[config.mk]
export PLATFORM = sky130hd
export DESIGN_NAME = duhbsr_top
export DESIGN_NICKNAME = d
export VERILOG_FILES = /design/src/shared/duhbsr_pkg.sv /design/src/hdl/duhbsr_serial.sv /design/src/hdl/duhbsr_top.sv
export SDC_FILE = /design/constraint.sdc
export NUM_CORES = 1
export LEC_CHECK = 0
export ABC_AREA = 1
export BUFFER_PORTS_ARGS = -buffer_cell sky130_fd_sc_hd__buf_2
export CORE_UTILIZATION = 42
export CTS_CLUSTER_DIAMETER = 120
export DETAILED_ROUTE_END_ITERATION = 10
export PLACE_DENSITY = 0.57
export RECOVER_POWER = 50
export SLEW_MARGIN = 20
export SYNTH_ARGS = -nofsm -noshare
export SYNTH_HDL_FRONTEND = slang
export SYNTH_SLANG_ARGS = --single-unit
[constraint.sdc]
create_clock -name clk -period 3.2 [get_ports clk]
set_clock_uncertainty 0.05 [all_clocks]
set_input_delay 0.16 -clock clk [delete_from_list [all_inputs] [get_ports clk]]
set_output_delay 0.16 -clock clk [all_outputs]
set_load 0.1 [all_outputs]
[src/shared/duhbsr_pkg.sv]
// Shared constants and types for the dual UART host bus front end.
// Assumes one 50 MHz clock and a synchronous active-high system reset.
`default_nettype none
package duhbsr_pkg;

  // ===========================================================================
  // Clock and reset timing
  localparam int CLK_PERIOD_NS = 20;
  localparam int RST_MIN_NS    = 40;
  localparam int RST_MIN_CYC_I = (RST_MIN_NS + CLK_PERIOD_NS - 1) / CLK_PERIOD_NS;
  localparam int RST_MIN_CYC   = (RST_MIN_CYC_I < 1) ? 1 : RST_MIN_CYC_I;
  localparam logic [3:0] RST_CNT_LAST = 4'(RST_MIN_CYC - 1);

  // ===========================================================================
  // Bus style pin level and channel count
  localparam logic BUS_STROBE = 1'b1;
  localparam int   NUM_CHAN   = 2;

  // ===========================================================================
  // Per-channel register offsets
  localparam logic [2:0] ADDR_DATA = 3'h0;
  localparam logic [2:0] ADDR_IER  = 3'h1;
  localparam logic [2:0] ADDR_ISR  = 3'h2;
  localparam logic [2:0] ADDR_LCR  = 3'h3;
  localparam logic [2:0] ADDR_MCR  = 3'h4;
  localparam logic [2:0] ADDR_LSR  = 3'h5;
  localparam logic [2:0] ADDR_MSR  = 3'h6;
  localparam logic [2:0] ADDR_SPR  = 3'h7;

  // ===========================================================================
  // Field positions and keys
  localparam logic [7:0] LCR_ENH_KEY   = 8'hBF;
  localparam int         LCR_DLAB_BIT  = 7;
  localparam int         EFR_ENH_BIT   = 4;
  localparam int         MCR_PRESC_BIT = 7;
  localparam int         FCR_EN_BIT    = 0;
  localparam int         FCR_RXCLR_BIT = 1;
  localparam int         FCR_TXCLR_BIT = 2;
  localparam int         IER_RX_BIT    = 0;
  localparam int         IER_TX_BIT    = 1;
  localparam logic [7:0] ISR_NONE      = 8'h01;
  localparam logic [7:0] ISR_TX        = 8'h02;
  localparam logic [7:0] ISR_RX        = 8'h04;
  localparam logic [7:0] MSR_VALUE     = 8'h00;

  // ===========================================================================
  // Values after reset
  localparam logic [7:0] RST_REG8 = 8'h00;

  // ===========================================================================
  // Sampling and prescaler
  typedef enum logic [1:0] {SAMP_16X, SAMP_8X, SAMP_4X} duhbsr_samp_t;
  localparam logic [4:0] SAMP_N16 = 5'h10;
  localparam logic [4:0] SAMP_N8  = 5'h08;
  localparam logic [4:0] SAMP_N4  = 5'h04;
  localparam logic [1:0] PRESC_LAST = 2'h3;

  function automatic duhbsr_samp_t duhbsr_samp_decode(input logic [1:0] code);
    return (code == 2'h1) ? SAMP_8X : (code[1] ? SAMP_4X : SAMP_16X);
  endfunction

  function automatic logic [4:0] duhbsr_samp_count(input duhbsr_samp_t mode);
    return (mode == SAMP_8X) ? SAMP_N8 : ((mode == SAMP_4X) ? SAMP_N4 : SAMP_N16);
  endfunction

endpackage
`default_nettype wire

[src/hdl/duhbsr_serial.sv]
// Baud generator, transmitter and receiver of one UART channel, 8N1 framing.
// Assumes rst is the channel reset and rx_in is synchronous to clk.
`timescale 1ns/100ps
`default_nettype none
module duhbsr_serial (
  input  wire logic                   clk,
  input  wire logic                   rst,
  input  wire logic [15:0]            divisor,
  input  wire logic [3:0]             frac,
  input  wire duhbsr_pkg::duhbsr_samp_t samp_mode,
  input  wire logic                   presc_div4,
  input  wire logic                   tx_valid,
  input  wire logic [7:0]             tx_data,
  output logic                        tx_pop,
  output logic                        tx_busy,
  input  wire logic                   rx_in,
  output logic                        rx_valid,
  output logic [7:0]                  rx_data,
  output logic                        tx_out
);
  import duhbsr_pkg::*;

  // ===========================================================================
  // Prescaler and fractional divider
  logic [1:0]  pre_cnt_q;
  logic [15:0] int_cnt_q;
  logic [3:0]  frac_acc_q;
  logic [4:0]  frac_sum;
  logic        pre_en;
  logic        samp_en;
  logic [4:0]  os_n;
  logic [4:0]  os_mid;

  assign pre_en   = presc_div4 ? (pre_cnt_q == PRESC_LAST) : 1'b1;
  assign samp_en  = pre_en && (int_cnt_q == 16'h0000) && (divisor != 16'h0000);
  assign frac_sum = {1'b0, frac_acc_q} + {1'b0, frac};
  assign os_n     = duhbsr_samp_count(samp_mode);
  assign os_mid   = (os_n >> 1) - 5'h01;

  always_ff @(posedge clk) begin
    if (rst) begin
      pre_cnt_q  <= 2'h0;
      int_cnt_q  <= 16'h0000;
      frac_acc_q <= 4'h0;
    end else begin
      pre_cnt_q <= pre_cnt_q + 2'h1;
      if (pre_en) begin
        if (int_cnt_q == 16'h0000) begin
          // Carry from the fraction stretches one period by one prescaled tick: a cycle, or four cycles with presc_div4
          int_cnt_q  <= (divisor == 16'h0000) ? 16'h0000 : divisor - 16'h0001 + {15'h0000, frac_sum[4]};
          frac_acc_q <= frac_sum[3:0];
        end else begin
          int_cnt_q <= int_cnt_q - 16'h0001;
        end
      end
    end
  end

  // ===========================================================================
  // Transmitter
  logic [9:0] tx_sh_q;
  logic [4:0] tx_os_q;
  logic [3:0] tx_bit_q;

  assign tx_pop = samp_en && !tx_busy && tx_valid;
  assign tx_out = tx_sh_q[0];

  always_ff @(posedge clk) begin
    if (rst) begin
      tx_sh_q  <= 10'h3FF;
      tx_busy  <= 1'b0;
      tx_os_q  <= 5'h00;
      tx_bit_q <= 4'h0;
    end else if (tx_pop) begin
      tx_sh_q  <= {1'b1, tx_data, 1'b0};
      tx_busy  <= 1'b1;
      tx_os_q  <= 5'h00;
      tx_bit_q <= 4'h0;
    end else if (samp_en && tx_busy) begin
      tx_os_q <= tx_os_q + 5'h01;
      if (tx_os_q == os_n - 5'h01) begin
        tx_os_q  <= 5'h00;
        tx_sh_q  <= {1'b1, tx_sh_q[9:1]};
        tx_bit_q <= tx_bit_q + 4'h1;
        tx_busy  <= (tx_bit_q != 4'h9);
      end
    end
  end

  // ===========================================================================
  // Receiver, sampling each bit in its middle
  logic       rx_busy_q;
  logic [4:0] rx_os_q;
  logic [3:0] rx_bit_q;

  always_ff @(posedge clk) begin
    if (rst) begin
      rx_busy_q <= 1'b0;
      rx_os_q   <= 5'h00;
      rx_bit_q  <= 4'h0;
      rx_data   <= 8'h00;
      rx_valid  <= 1'b0;
    end else begin
      rx_valid <= 1'b0;
      if (samp_en && !rx_busy_q && !rx_in) begin
        rx_busy_q <= 1'b1;
        rx_os_q   <= 5'h00;
        rx_bit_q  <= 4'h0;
      end else if (samp_en && rx_busy_q) begin
        rx_os_q <= rx_os_q + 5'h01;
        if (rx_os_q == os_mid) begin
          if (rx_bit_q == 4'h0) begin
            rx_busy_q <= !rx_in;
          end else if (rx_bit_q == 4'h9) begin
            rx_busy_q <= 1'b0;
            rx_valid  <= rx_in;
          end else begin
            rx_data <= {rx_in, rx_data[7:1]};
          end
        end
        if (rx_os_q == os_n - 5'h01) begin
          rx_os_q  <= 5'h00;
          rx_bit_q <= rx_bit_q + 4'h1;
        end
      end
    end
  end

endmodule
`default_nettype wire

[src/hdl/duhbsr_top.sv]
// Host bus front end of a dual UART: bus style select, reset, channel decode,
// and the register sets and FIFOs of both channels.
// Assumes all pins are synchronous to clk and each strobe lasts two clocks or more.
`timescale 1ns/100ps
`default_nettype none
module duhbsr_top #(
  parameter int FIFO_DEPTH = 16
) (
  input  wire logic       clk,
  input  wire logic       srst,
  input  wire logic       bus_mode_sel,
  input  wire logic       reset_in,
  input  wire logic       read_strobe_n,
  input  wire logic       write_strobe_n,
  input  wire logic       chan_a_select_n,
  input  wire logic       chan_b_select_n,
  input  wire logic       chip_select_n,
  input  wire logic       rd_wr_n,
  input  wire logic       channel_address_bit,
  input  wire logic [2:0] addr,
  input  wire logic [7:0] data_in,
  output logic      [7:0] data_out,
  output logic            data_oe,
  input  wire logic [1:0] rx_in,
  output logic      [1:0] tx_out
);
  import duhbsr_pkg::*;

  localparam int AW = $clog2(FIFO_DEPTH);

  if (FIFO_DEPTH < 2 || (1 << AW) != FIFO_DEPTH) begin : g_depth_check
    $error("FIFO_DEPTH must be a power of two of at least two");
  end

  // ===========================================================================
  // Bus style and reset
  logic       strobe_mode;
  logic       reset_act;
  logic [3:0] rst_cnt_q;
  logic       chan_rst_q;

  assign strobe_mode = (bus_mode_sel == BUS_STROBE);
  assign reset_act   = strobe_mode ? reset_in : !reset_in;

  // Short glitches on the reset pin are filtered; a pulse of the least width resets
  always_ff @(posedge clk) begin
    if (srst || !reset_act) begin
      rst_cnt_q <= 4'h0;
    end else if (rst_cnt_q != RST_CNT_LAST) begin
      rst_cnt_q <= rst_cnt_q + 4'h1;
    end
  end

  always_ff @(posedge clk) begin
    chan_rst_q <= srst || (reset_act && (rst_cnt_q == RST_CNT_LAST));
  end

  // ===========================================================================
  // Channel select and access decode
  logic [1:0] sel_strobe;
  logic [1:0] sel_line;
  logic [1:0] sel;
  logic       rd_act;
  logic       wr_act;
  logic       acc_rd;
  logic       acc_wr;
  logic       acc_rd_q;
  logic       acc_wr_q;
  logic [1:0] sel_q;
  logic [2:0] addr_q;
  logic [7:0] wdata_q;
  logic       rd_end;
  logic       wr_end;

  assign sel_strobe = {!chan_b_select_n, !chan_a_select_n};
  assign sel_line   = chip_select_n ? 2'b00 : (channel_address_bit ? 2'b10 : 2'b01);
  assign sel        = strobe_mode ? sel_strobe : sel_line;
  assign rd_act     = strobe_mode ? !read_strobe_n : rd_wr_n;
  assign wr_act     = strobe_mode ? !write_strobe_n : !rd_wr_n;
  assign acc_rd     = (|sel) && rd_act && !chan_rst_q;
  assign acc_wr     = (|sel) && wr_act && !chan_rst_q;
  // Writes commit and reads pop at the trailing edge of the host's cycle
  assign rd_end     = acc_rd_q && !acc_rd;
  assign wr_end     = acc_wr_q && !acc_wr;

  always_ff @(posedge clk) begin
    if (srst) begin
      acc_rd_q <= 1'b0;
      acc_wr_q <= 1'b0;
      sel_q    <= 2'b00;
      addr_q   <= 3'h0;
      wdata_q  <= 8'h00;
    end else begin
      acc_rd_q <= acc_rd;
      acc_wr_q <= acc_wr;
      if (acc_rd || acc_wr) begin
        sel_q   <= sel;
        addr_q  <= addr;
        wdata_q <= data_in;
      end
    end
  end

  // ===========================================================================
  // Read data path
  logic [7:0] ch_rdata [NUM_CHAN];
  logic [7:0] rd_mux;

  // Reading both channels at once is illegal; channel A then wins
  assign rd_mux = sel[0] ? ch_rdata[0] : ch_rdata[1];

  always_ff @(posedge clk) begin
    if (srst) begin
      data_out <= 8'h00;
      data_oe  <= 1'b0;
    end else begin
      data_out <= acc_rd ? rd_mux : 8'h00;
      data_oe  <= acc_rd;
    end
  end

  // ===========================================================================
  // Per-channel register sets and FIFOs
  for (genvar ch = 0; ch < NUM_CHAN; ch++) begin : g_chan
    logic [7:0]  ier_q, lcr_q, mcr_q, spr_q, dll_q, dlm_q, dld_q, efr_q;
    logic        fifo_en_q;
    logic        ovr_q;
    logic [7:0]  tx_mem [FIFO_DEPTH];
    logic [7:0]  rx_mem [FIFO_DEPTH];
    logic [AW:0] tx_wp_q, tx_rp_q, rx_wp_q, rx_rp_q;
    logic        dlab, enh_page, enh_on;
    logic        wr_ev, rd_ev;
    logic        w_thr, w_fcr, w_efr, w_dld, pop_rhr, rd_lsr;
    logic        tx_empty, tx_full, rx_empty, rx_full;
    logic        tx_pop, tx_busy, rx_valid;
    logic        fcr_rxclr, fcr_txclr;
    logic [7:0]  rx_byte, isr, lsr;

    assign dlab     = lcr_q[LCR_DLAB_BIT];
    assign enh_page = (lcr_q == LCR_ENH_KEY);
    assign enh_on   = efr_q[EFR_ENH_BIT];
    assign wr_ev    = wr_end && sel_q[ch];
    assign rd_ev    = rd_end && sel_q[ch];
    assign w_thr    = wr_ev && (addr_q == ADDR_DATA) && !dlab;
    assign w_fcr    = wr_ev && (addr_q == ADDR_ISR) && !dlab;
    assign w_efr    = wr_ev && (addr_q == ADDR_ISR) && enh_page;
    assign w_dld    = wr_ev && (addr_q == ADDR_ISR) && dlab && !enh_page && enh_on;
    assign pop_rhr  = rd_ev && (addr_q == ADDR_DATA) && !dlab && !rx_empty;
    assign rd_lsr   = rd_ev && (addr_q == ADDR_LSR);
    assign fcr_rxclr = w_fcr && wdata_q[FCR_RXCLR_BIT];
    assign fcr_txclr = w_fcr && wdata_q[FCR_TXCLR_BIT];

    assign tx_empty = (tx_wp_q == tx_rp_q);
    assign tx_full  = (tx_wp_q[AW] != tx_rp_q[AW]) && (tx_wp_q[AW-1:0] == tx_rp_q[AW-1:0]);
    assign rx_empty = (rx_wp_q == rx_rp_q);
    assign rx_full  = (rx_wp_q[AW] != rx_rp_q[AW]) && (rx_wp_q[AW-1:0] == rx_rp_q[AW-1:0]);

    assign isr = {fifo_en_q, fifo_en_q, 2'b00,
                  (ier_q[IER_RX_BIT] && !rx_empty) ? ISR_RX[3:0] :
                  ((ier_q[IER_TX_BIT] && tx_empty) ? ISR_TX[3:0] : ISR_NONE[3:0])};
    assign lsr = {1'b0, tx_empty && !tx_busy, tx_empty, 3'b000, ovr_q, !rx_empty};

    assign ch_rdata[ch] =
      (addr_q == ADDR_DATA) ? (dlab ? dll_q : rx_mem[rx_rp_q[AW-1:0]]) :
      (addr_q == ADDR_IER)  ? (dlab ? dlm_q : ier_q) :
      (addr_q == ADDR_ISR)  ? (enh_page ? efr_q : (dlab ? dld_q : isr)) :
      (addr_q == ADDR_LCR)  ? lcr_q :
      (addr_q == ADDR_MCR)  ? mcr_q :
      (addr_q == ADDR_LSR)  ? lsr :
      (addr_q == ADDR_MSR)  ? MSR_VALUE : spr_q;

    always_ff @(posedge clk) begin
      if (chan_rst_q) begin
        ier_q <= RST_REG8;
        lcr_q <= RST_REG8;
        mcr_q <= RST_REG8;
        spr_q <= RST_REG8;
        dll_q <= RST_REG8;
        dlm_q <= RST_REG8;
        dld_q <= RST_REG8;
        efr_q <= RST_REG8;
        fifo_en_q <= 1'b0;
      end else if (wr_ev) begin
        if (addr_q == ADDR_DATA && dlab) dll_q <= wdata_q;
        if (addr_q == ADDR_IER && !dlab) ier_q <= wdata_q;
        if (addr_q == ADDR_IER && dlab) dlm_q <= wdata_q;
        if (addr_q == ADDR_LCR) lcr_q <= wdata_q;
        // Prescaler select is an enhanced feature and stays at divide-by-one until enabled
        if (addr_q == ADDR_MCR) mcr_q <= {wdata_q[MCR_PRESC_BIT] && enh_on, wdata_q[6:0]};
        if (addr_q == ADDR_SPR) spr_q <= wdata_q;
        if (w_efr) efr_q <= wdata_q;
        if (w_dld) dld_q <= wdata_q;
        if (w_fcr) fifo_en_q <= wdata_q[FCR_EN_BIT];
      end
    end

    // Overrun: a new byte lost in the clearing cycle still sets the flag
    always_ff @(posedge clk) begin
      if (chan_rst_q) begin
        ovr_q <= 1'b0;
      end else begin
        ovr_q <= (rx_valid && rx_full) || (ovr_q && !rd_lsr);
      end
    end

    // A byte written to a full transmit FIFO is dropped
    always_ff @(posedge clk) begin
      if (chan_rst_q || fcr_txclr) begin
        tx_wp_q <= '0;
        tx_rp_q <= '0;
      end else begin
        if (w_thr && !tx_full) tx_wp_q <= tx_wp_q + 1'b1;
        if (tx_pop) tx_rp_q <= tx_rp_q + 1'b1;
      end
    end

    always_ff @(posedge clk) begin
      if (chan_rst_q || fcr_rxclr) begin
        rx_wp_q <= '0;
        rx_rp_q <= '0;
      end else begin
        if (rx_valid && !rx_full) rx_wp_q <= rx_wp_q + 1'b1;
        if (pop_rhr) rx_rp_q <= rx_rp_q + 1'b1;
      end
    end

    always_ff @(posedge clk) begin
      if (w_thr && !tx_full) tx_mem[tx_wp_q[AW-1:0]] <= wdata_q;
      if (rx_valid && !rx_full) rx_mem[rx_wp_q[AW-1:0]] <= rx_byte;
    end

    duhbsr_serial u_serial (
      .clk        (clk),
      .rst        (chan_rst_q),
      .divisor    ({dlm_q, dll_q}),
      .frac       (dld_q[3:0]),
      .samp_mode  (duhbsr_samp_decode(dld_q[5:4])),
      .presc_div4 (mcr_q[MCR_PRESC_BIT]),
      .tx_valid   (!tx_empty),
      .tx_data    (tx_mem[tx_rp_q[AW-1:0]]),
      .tx_pop     (tx_pop),
      .tx_busy    (tx_busy),
      .rx_in      (rx_in[ch]),
      .rx_valid   (rx_valid),
      .rx_data    (rx_byte),
      .tx_out     (tx_out[ch])
    );
  end

endmodule
`default_nettype wire

==> summary.md <==
| Metric | Value |
|---|---|
| Status | `finished, violations left` |
| Failing checks | `capacitance limit, slew limit` |
| Final hold vios | `0` |
| Aggregate global routing overflow | `0` |
| Pwr Density | `600 nW/um^2` |
| Actual slew at the worst max-slew pin | `about 2.5 ns` |
| DIE HEIGHT | `about 300 um` |
| Core Area | `a little under 90,000 sq um` |
| Crit path max-delay family | `adder cells` |
| CP arrival | `3.34 ns` |
| Post-synth top area share | `0.415` |
| Area of the multi-input gates | `~13,000 sq um` |
| Area grow syn2layout | `13.6%` |
| Unique masters post-synth | `64` |
| Leak | `14.4 nW` |
| Crit path required time | `3.69 ns` |
| Dominant synthesized flop cell | `edfxtp_1` |
| Die area | `a little under 90,000 sq um` |
| Critical path's slowest cell | `fa_1` |
| Tcrit/Tclk final | `0.890` |
| Clock insertion delay at the later pin of the skew report | `0.65 ns` |
| I/O Buffers | `34` |
| Clock sink count | `around 850` |
| Fmax achieved | `between 300 and 400 MHz` |
| Slowest Stage Delay on Critical Path | `~0.43 ns` |
| Synthesis Warnings | `0` |
| Antenna Nets Post-Route | `0` |
| Initial Utilization | `0.426` |
| Register area share after synthesis | `0.596` |
| Post-synthesis mux area share | `0` |
| Inst Count DP | `about 4,900` |
| Final wirelength | `around 95,000 um` |
| Cell mode on critical path | `ha_1` |
| GR peak layer | `met2` |
| Post-Syn Instances | `about 3,800` |
| DRC | `0` |
| First-pass GRT wire length | `approximately 150,000 um` |
| EDFF count, synth | `roughly 510` |
| Synth Area per Inst | `just under 10 sq um` |
| Max Slew Vio Count | `73` |
| Synth area leaders | `edfxtp_1 (41%), dfxtp_1 (18%), o21ai_0 (6.3%), nor2_1 (5.3%), nand2_1 (5.0%)` |
| Number of global-route vias before repair | `between 20,000 and 30,000` |
| Clock-pin transition on the worst setup and hold timing paths | `~0.06 ns` |
| Clk buf depth | `3` |
| DP HPWL | `between 60,000 and 70,000 um` |
| Met2 usage | `0.324` |
| Root buffer cell | `clkbuf_16` |
| Max Cap Violations | `2` |
| H-tree depth reported by CTS | `3` |
| Placer Congestion | `between 0.8 and 0.9` |
| Worst rel slew slack | `-0.675` |
| Synth Area in XOR/XNOR | `0.0255` |
| Via count | `27,479` |
| Filler cells | `8,182` |
| Critical path startpoint category | `flip-flop` |
| Drt wl/cell | `18.6 um` |
| Buffers plus inverters on the worst setup path | `1` |
| RSZ-0062 raised after global routing | `no` |
| Placed inst area | `38,800 sq um` |
| Synth Area in Simple Gates | `0.162` |
| Crit end category | `flip-flop` |
| Post-CTS setup buffers | `0` |
| Setup CP Type | `reg -> reg` |
| CTS buffer count | `92` |
| Via density | `around 5.4` |
| #FFs+latches synth | `848` |
| Largest net degree at the start of global routing | `~150` |
| Final Non-Filler Cells | `between 5,000 and 6,000` |
| Compound-Gate Fraction of Synth Area | `0.150` |
| Max FO, Critical Path | `3` |
| Util after Layout | `0.483` |
| Row count | `~110` |
| M3 GR Usage | `0.0342` |
| VDD IR-drop max | `about 0.36 mV` |
| Gr usage total | `0.210` |
| IO Pins | `35` |
| Layout cells sized above 1 | `0.0969` |
| CTS tree | `yes` |
| ANT cells | `0` |
| Die Width | `approximately 300 um` |
| Ys async rst share | `0` |
| Synthesized area | `37,100 sq um` |
| Reg-to-reg slack, setup | `around 0.35 ns` |
| DRT Pass-1 Iters | `8` |
| Final worst path period need | `between 2 and 3 ns` |
| Tightest Hold Check Type | `in -> reg` |
| Largest family of logic cells by synthesized area | `simple AND/OR/NAND/NOR gates` |
| Setup TNS Final | `0 ns` |
| Starting DRC count in detailed routing | `~2,700` |
| Setup violators final | `0` |
| Antenna violations before repair | `0` |
| Nets | `approximately 4,000` |
| Synth Net Count | `between 3,000 and 4,000` |
| Met1 usage | `0.307` |
| Final std cell area, no fill | `~42,000 sq um` |
| Crit path cell chain | `ha_1 -> fa_1 -> nand2_1 -> nand2_1 -> a21oi_1 -> ha_1 -> ha_1 -> nand3_1 -> nor3_1 -> nand3_1 -> xor2_1 -> o21ai_0 -> o21bai_1 -> inv_1` |
| Largest area contributor in the netlist | `edfxtp_1` |
| Post-Synth Adder-Cell Area | `0.0186` |
| Sequential Area | `between 20,000 and 25,000 sq um` |
-- flip-flops by register name, summed over array words and instances (netlist names), 10 cells and up, named ones only --
signal,count
g_chan.u_serial.tx_sh_q,18
g_chan.rx_mem,256
g_chan.rx_wp_q,10
g_chan.dlm_q,16
g_chan.dld_q,16
g_chan.efr_q,16
g_chan.u_serial.rx_os_q,10
g_chan.tx_mem,256
g_chan.tx_rp_q,10
g_chan.tx_wp_q,10
g_chan.lcr_q,16
g_chan.rx_rp_q,10
g_chan.u_serial.int_cnt_q,32
g_chan.spr_q,16
g_chan.u_serial.tx_os_q,10
g_chan.dll_q,16
g_chan.u_serial.rx_data,16
g_chan.ier_q,16
g_chan.mcr_q,16
-- power breakdown --
group | leakage (nW) | total (mW) | internal, mW | switching, mW
sequential | 6.80 | 11.9 | 11.7 | 0.220
combinational | 6.01 | 2.01 | 0.658 | 1.35
clock | 1.57 | 11.3 | 6.94 | 4.40
-- tightest hold or removal path, stage by stage --
cell,delay (ns)
buf_2,0.10
inv_1,0.04
o21ai_1,0.09
buf_4,0.20
a21oi_1,0.12
-- cell usage after synthesis (6+ instances only) --
cell type  count
a32o_1         6
nand2_2       17
a31oi_1        7
nand4_1       27
ha_1          52
clkbuf_1     135
inv_1        226
buf_2         33
nor2_1       526
nor2_2        17
a22oi_1       13
nor3_1        29
a221oi_1       6
nand3_1      187
o21ai_0      464
a21oi_1      293
nand3_2        9
nor2_4         9
dfxtp_1      336
nand3b_1       6
nand2_1      492
o221ai_1      61
a21oi_2        8
xnor2_1       24
edfxtp_1     512
nor4_1         7
o22ai_1       79
or2_2         10
buf_1          9
xor2_1        84
o21ai_1       20
o211ai_1      26
inv_2         32
-- cells by family (layout without fill, tap and decap cells) --
logic type	after synthesis	count (layout)
AND/OR/NAND/NOR	1368	1368
XOR/XNOR	108	108
buffers and inverters	449	597
flip-flops	848	848
adder cells (fa/ha/maj)	54	54
AO/OA/AOI/OAI	1000	1000
-- routing by layer --
layer / up-vias / share of wire
li1: 13506 / -
met1: 13156 / 0.47
met2: 686 / 0.45
met3: 131 / 0.057
met4: 0 / 0.022
met5: - / 0
-- per-stage QoR --
stage               hold slack [ns]  setup slack (ns)  total power, mW
floorplan                     0.182             0.624             13.6
global placement              0.346             0.377             14.1
detailed placement            0.349             0.353             14.2
CTS                          0.0314             0.315             25.5
global route                 0.0899            0.0425             26.2
finish                       0.0588             0.352             25.3
-- final timing paths --
path / cells past startpoint / from / end
hold / removal: 5 / chan_a_select_n / sel_q[0]$_SDFFE_PP0P_
hold reg to reg: 1 / g_chan[0].u_serial.pre_cnt_q[0]$_SDFF_PP0_ / g_chan[0].u_serial.pre_cnt_q[0]$_SDFF_PP0_
setup / recovery: 14 / g_chan[0].dld_q[0]$_SDFFE_PP0P_ / g_chan[0].u_serial.int_cnt_q[14]$_SDFFE_PP0N_
setup reg to reg: 14 / g_chan[0].dld_q[0]$_SDFFE_PP0P_ / g_chan[0].u_serial.int_cnt_q[14]$_SDFFE_PP0N_
-- layout make-up --
class                   count  area share
flip-flops and latches    848       0.525
multi-input cells        2530       0.314
clock buffers             115      0.0587
well taps                1155      0.0343
repair buffers            162      0.0266
inverters                 265      0.0239
clock inverters            55      0.0181
-- what timing repair did --
| action | in CTS | in global routing |
|---|---|---|
| hold endpoints to repair | 29 | 0 |
| hold buffers | 19 | 0 |
| gates resized for setup | 0 | 0 |
-- placed cells by master (no fill, tap or decap), types with 17 or more instances in the layout --
cell,instances
nor2_1,527
edfxtp_1,512
nand2_1,492
o21ai_0,465
dfxtp_1,332
a21oi_1,293
inv_1,225
nand3_1,188
clkbuf_16,94
xor2_1,84
o22ai_1,79
buf_4,74
o221ai_1,61
ha_1,52
clkbuf_1,52
inv_2,32
nor3_1,29
nand4_1,27
o211ai_1,26
xnor2_1,24
buf_2,23
o21ai_1,19
dlygate4sd3_1,19
bufinv_16,18
nand2_2,17
clkinv_2,17
Power figures use the tool's default switching activity.
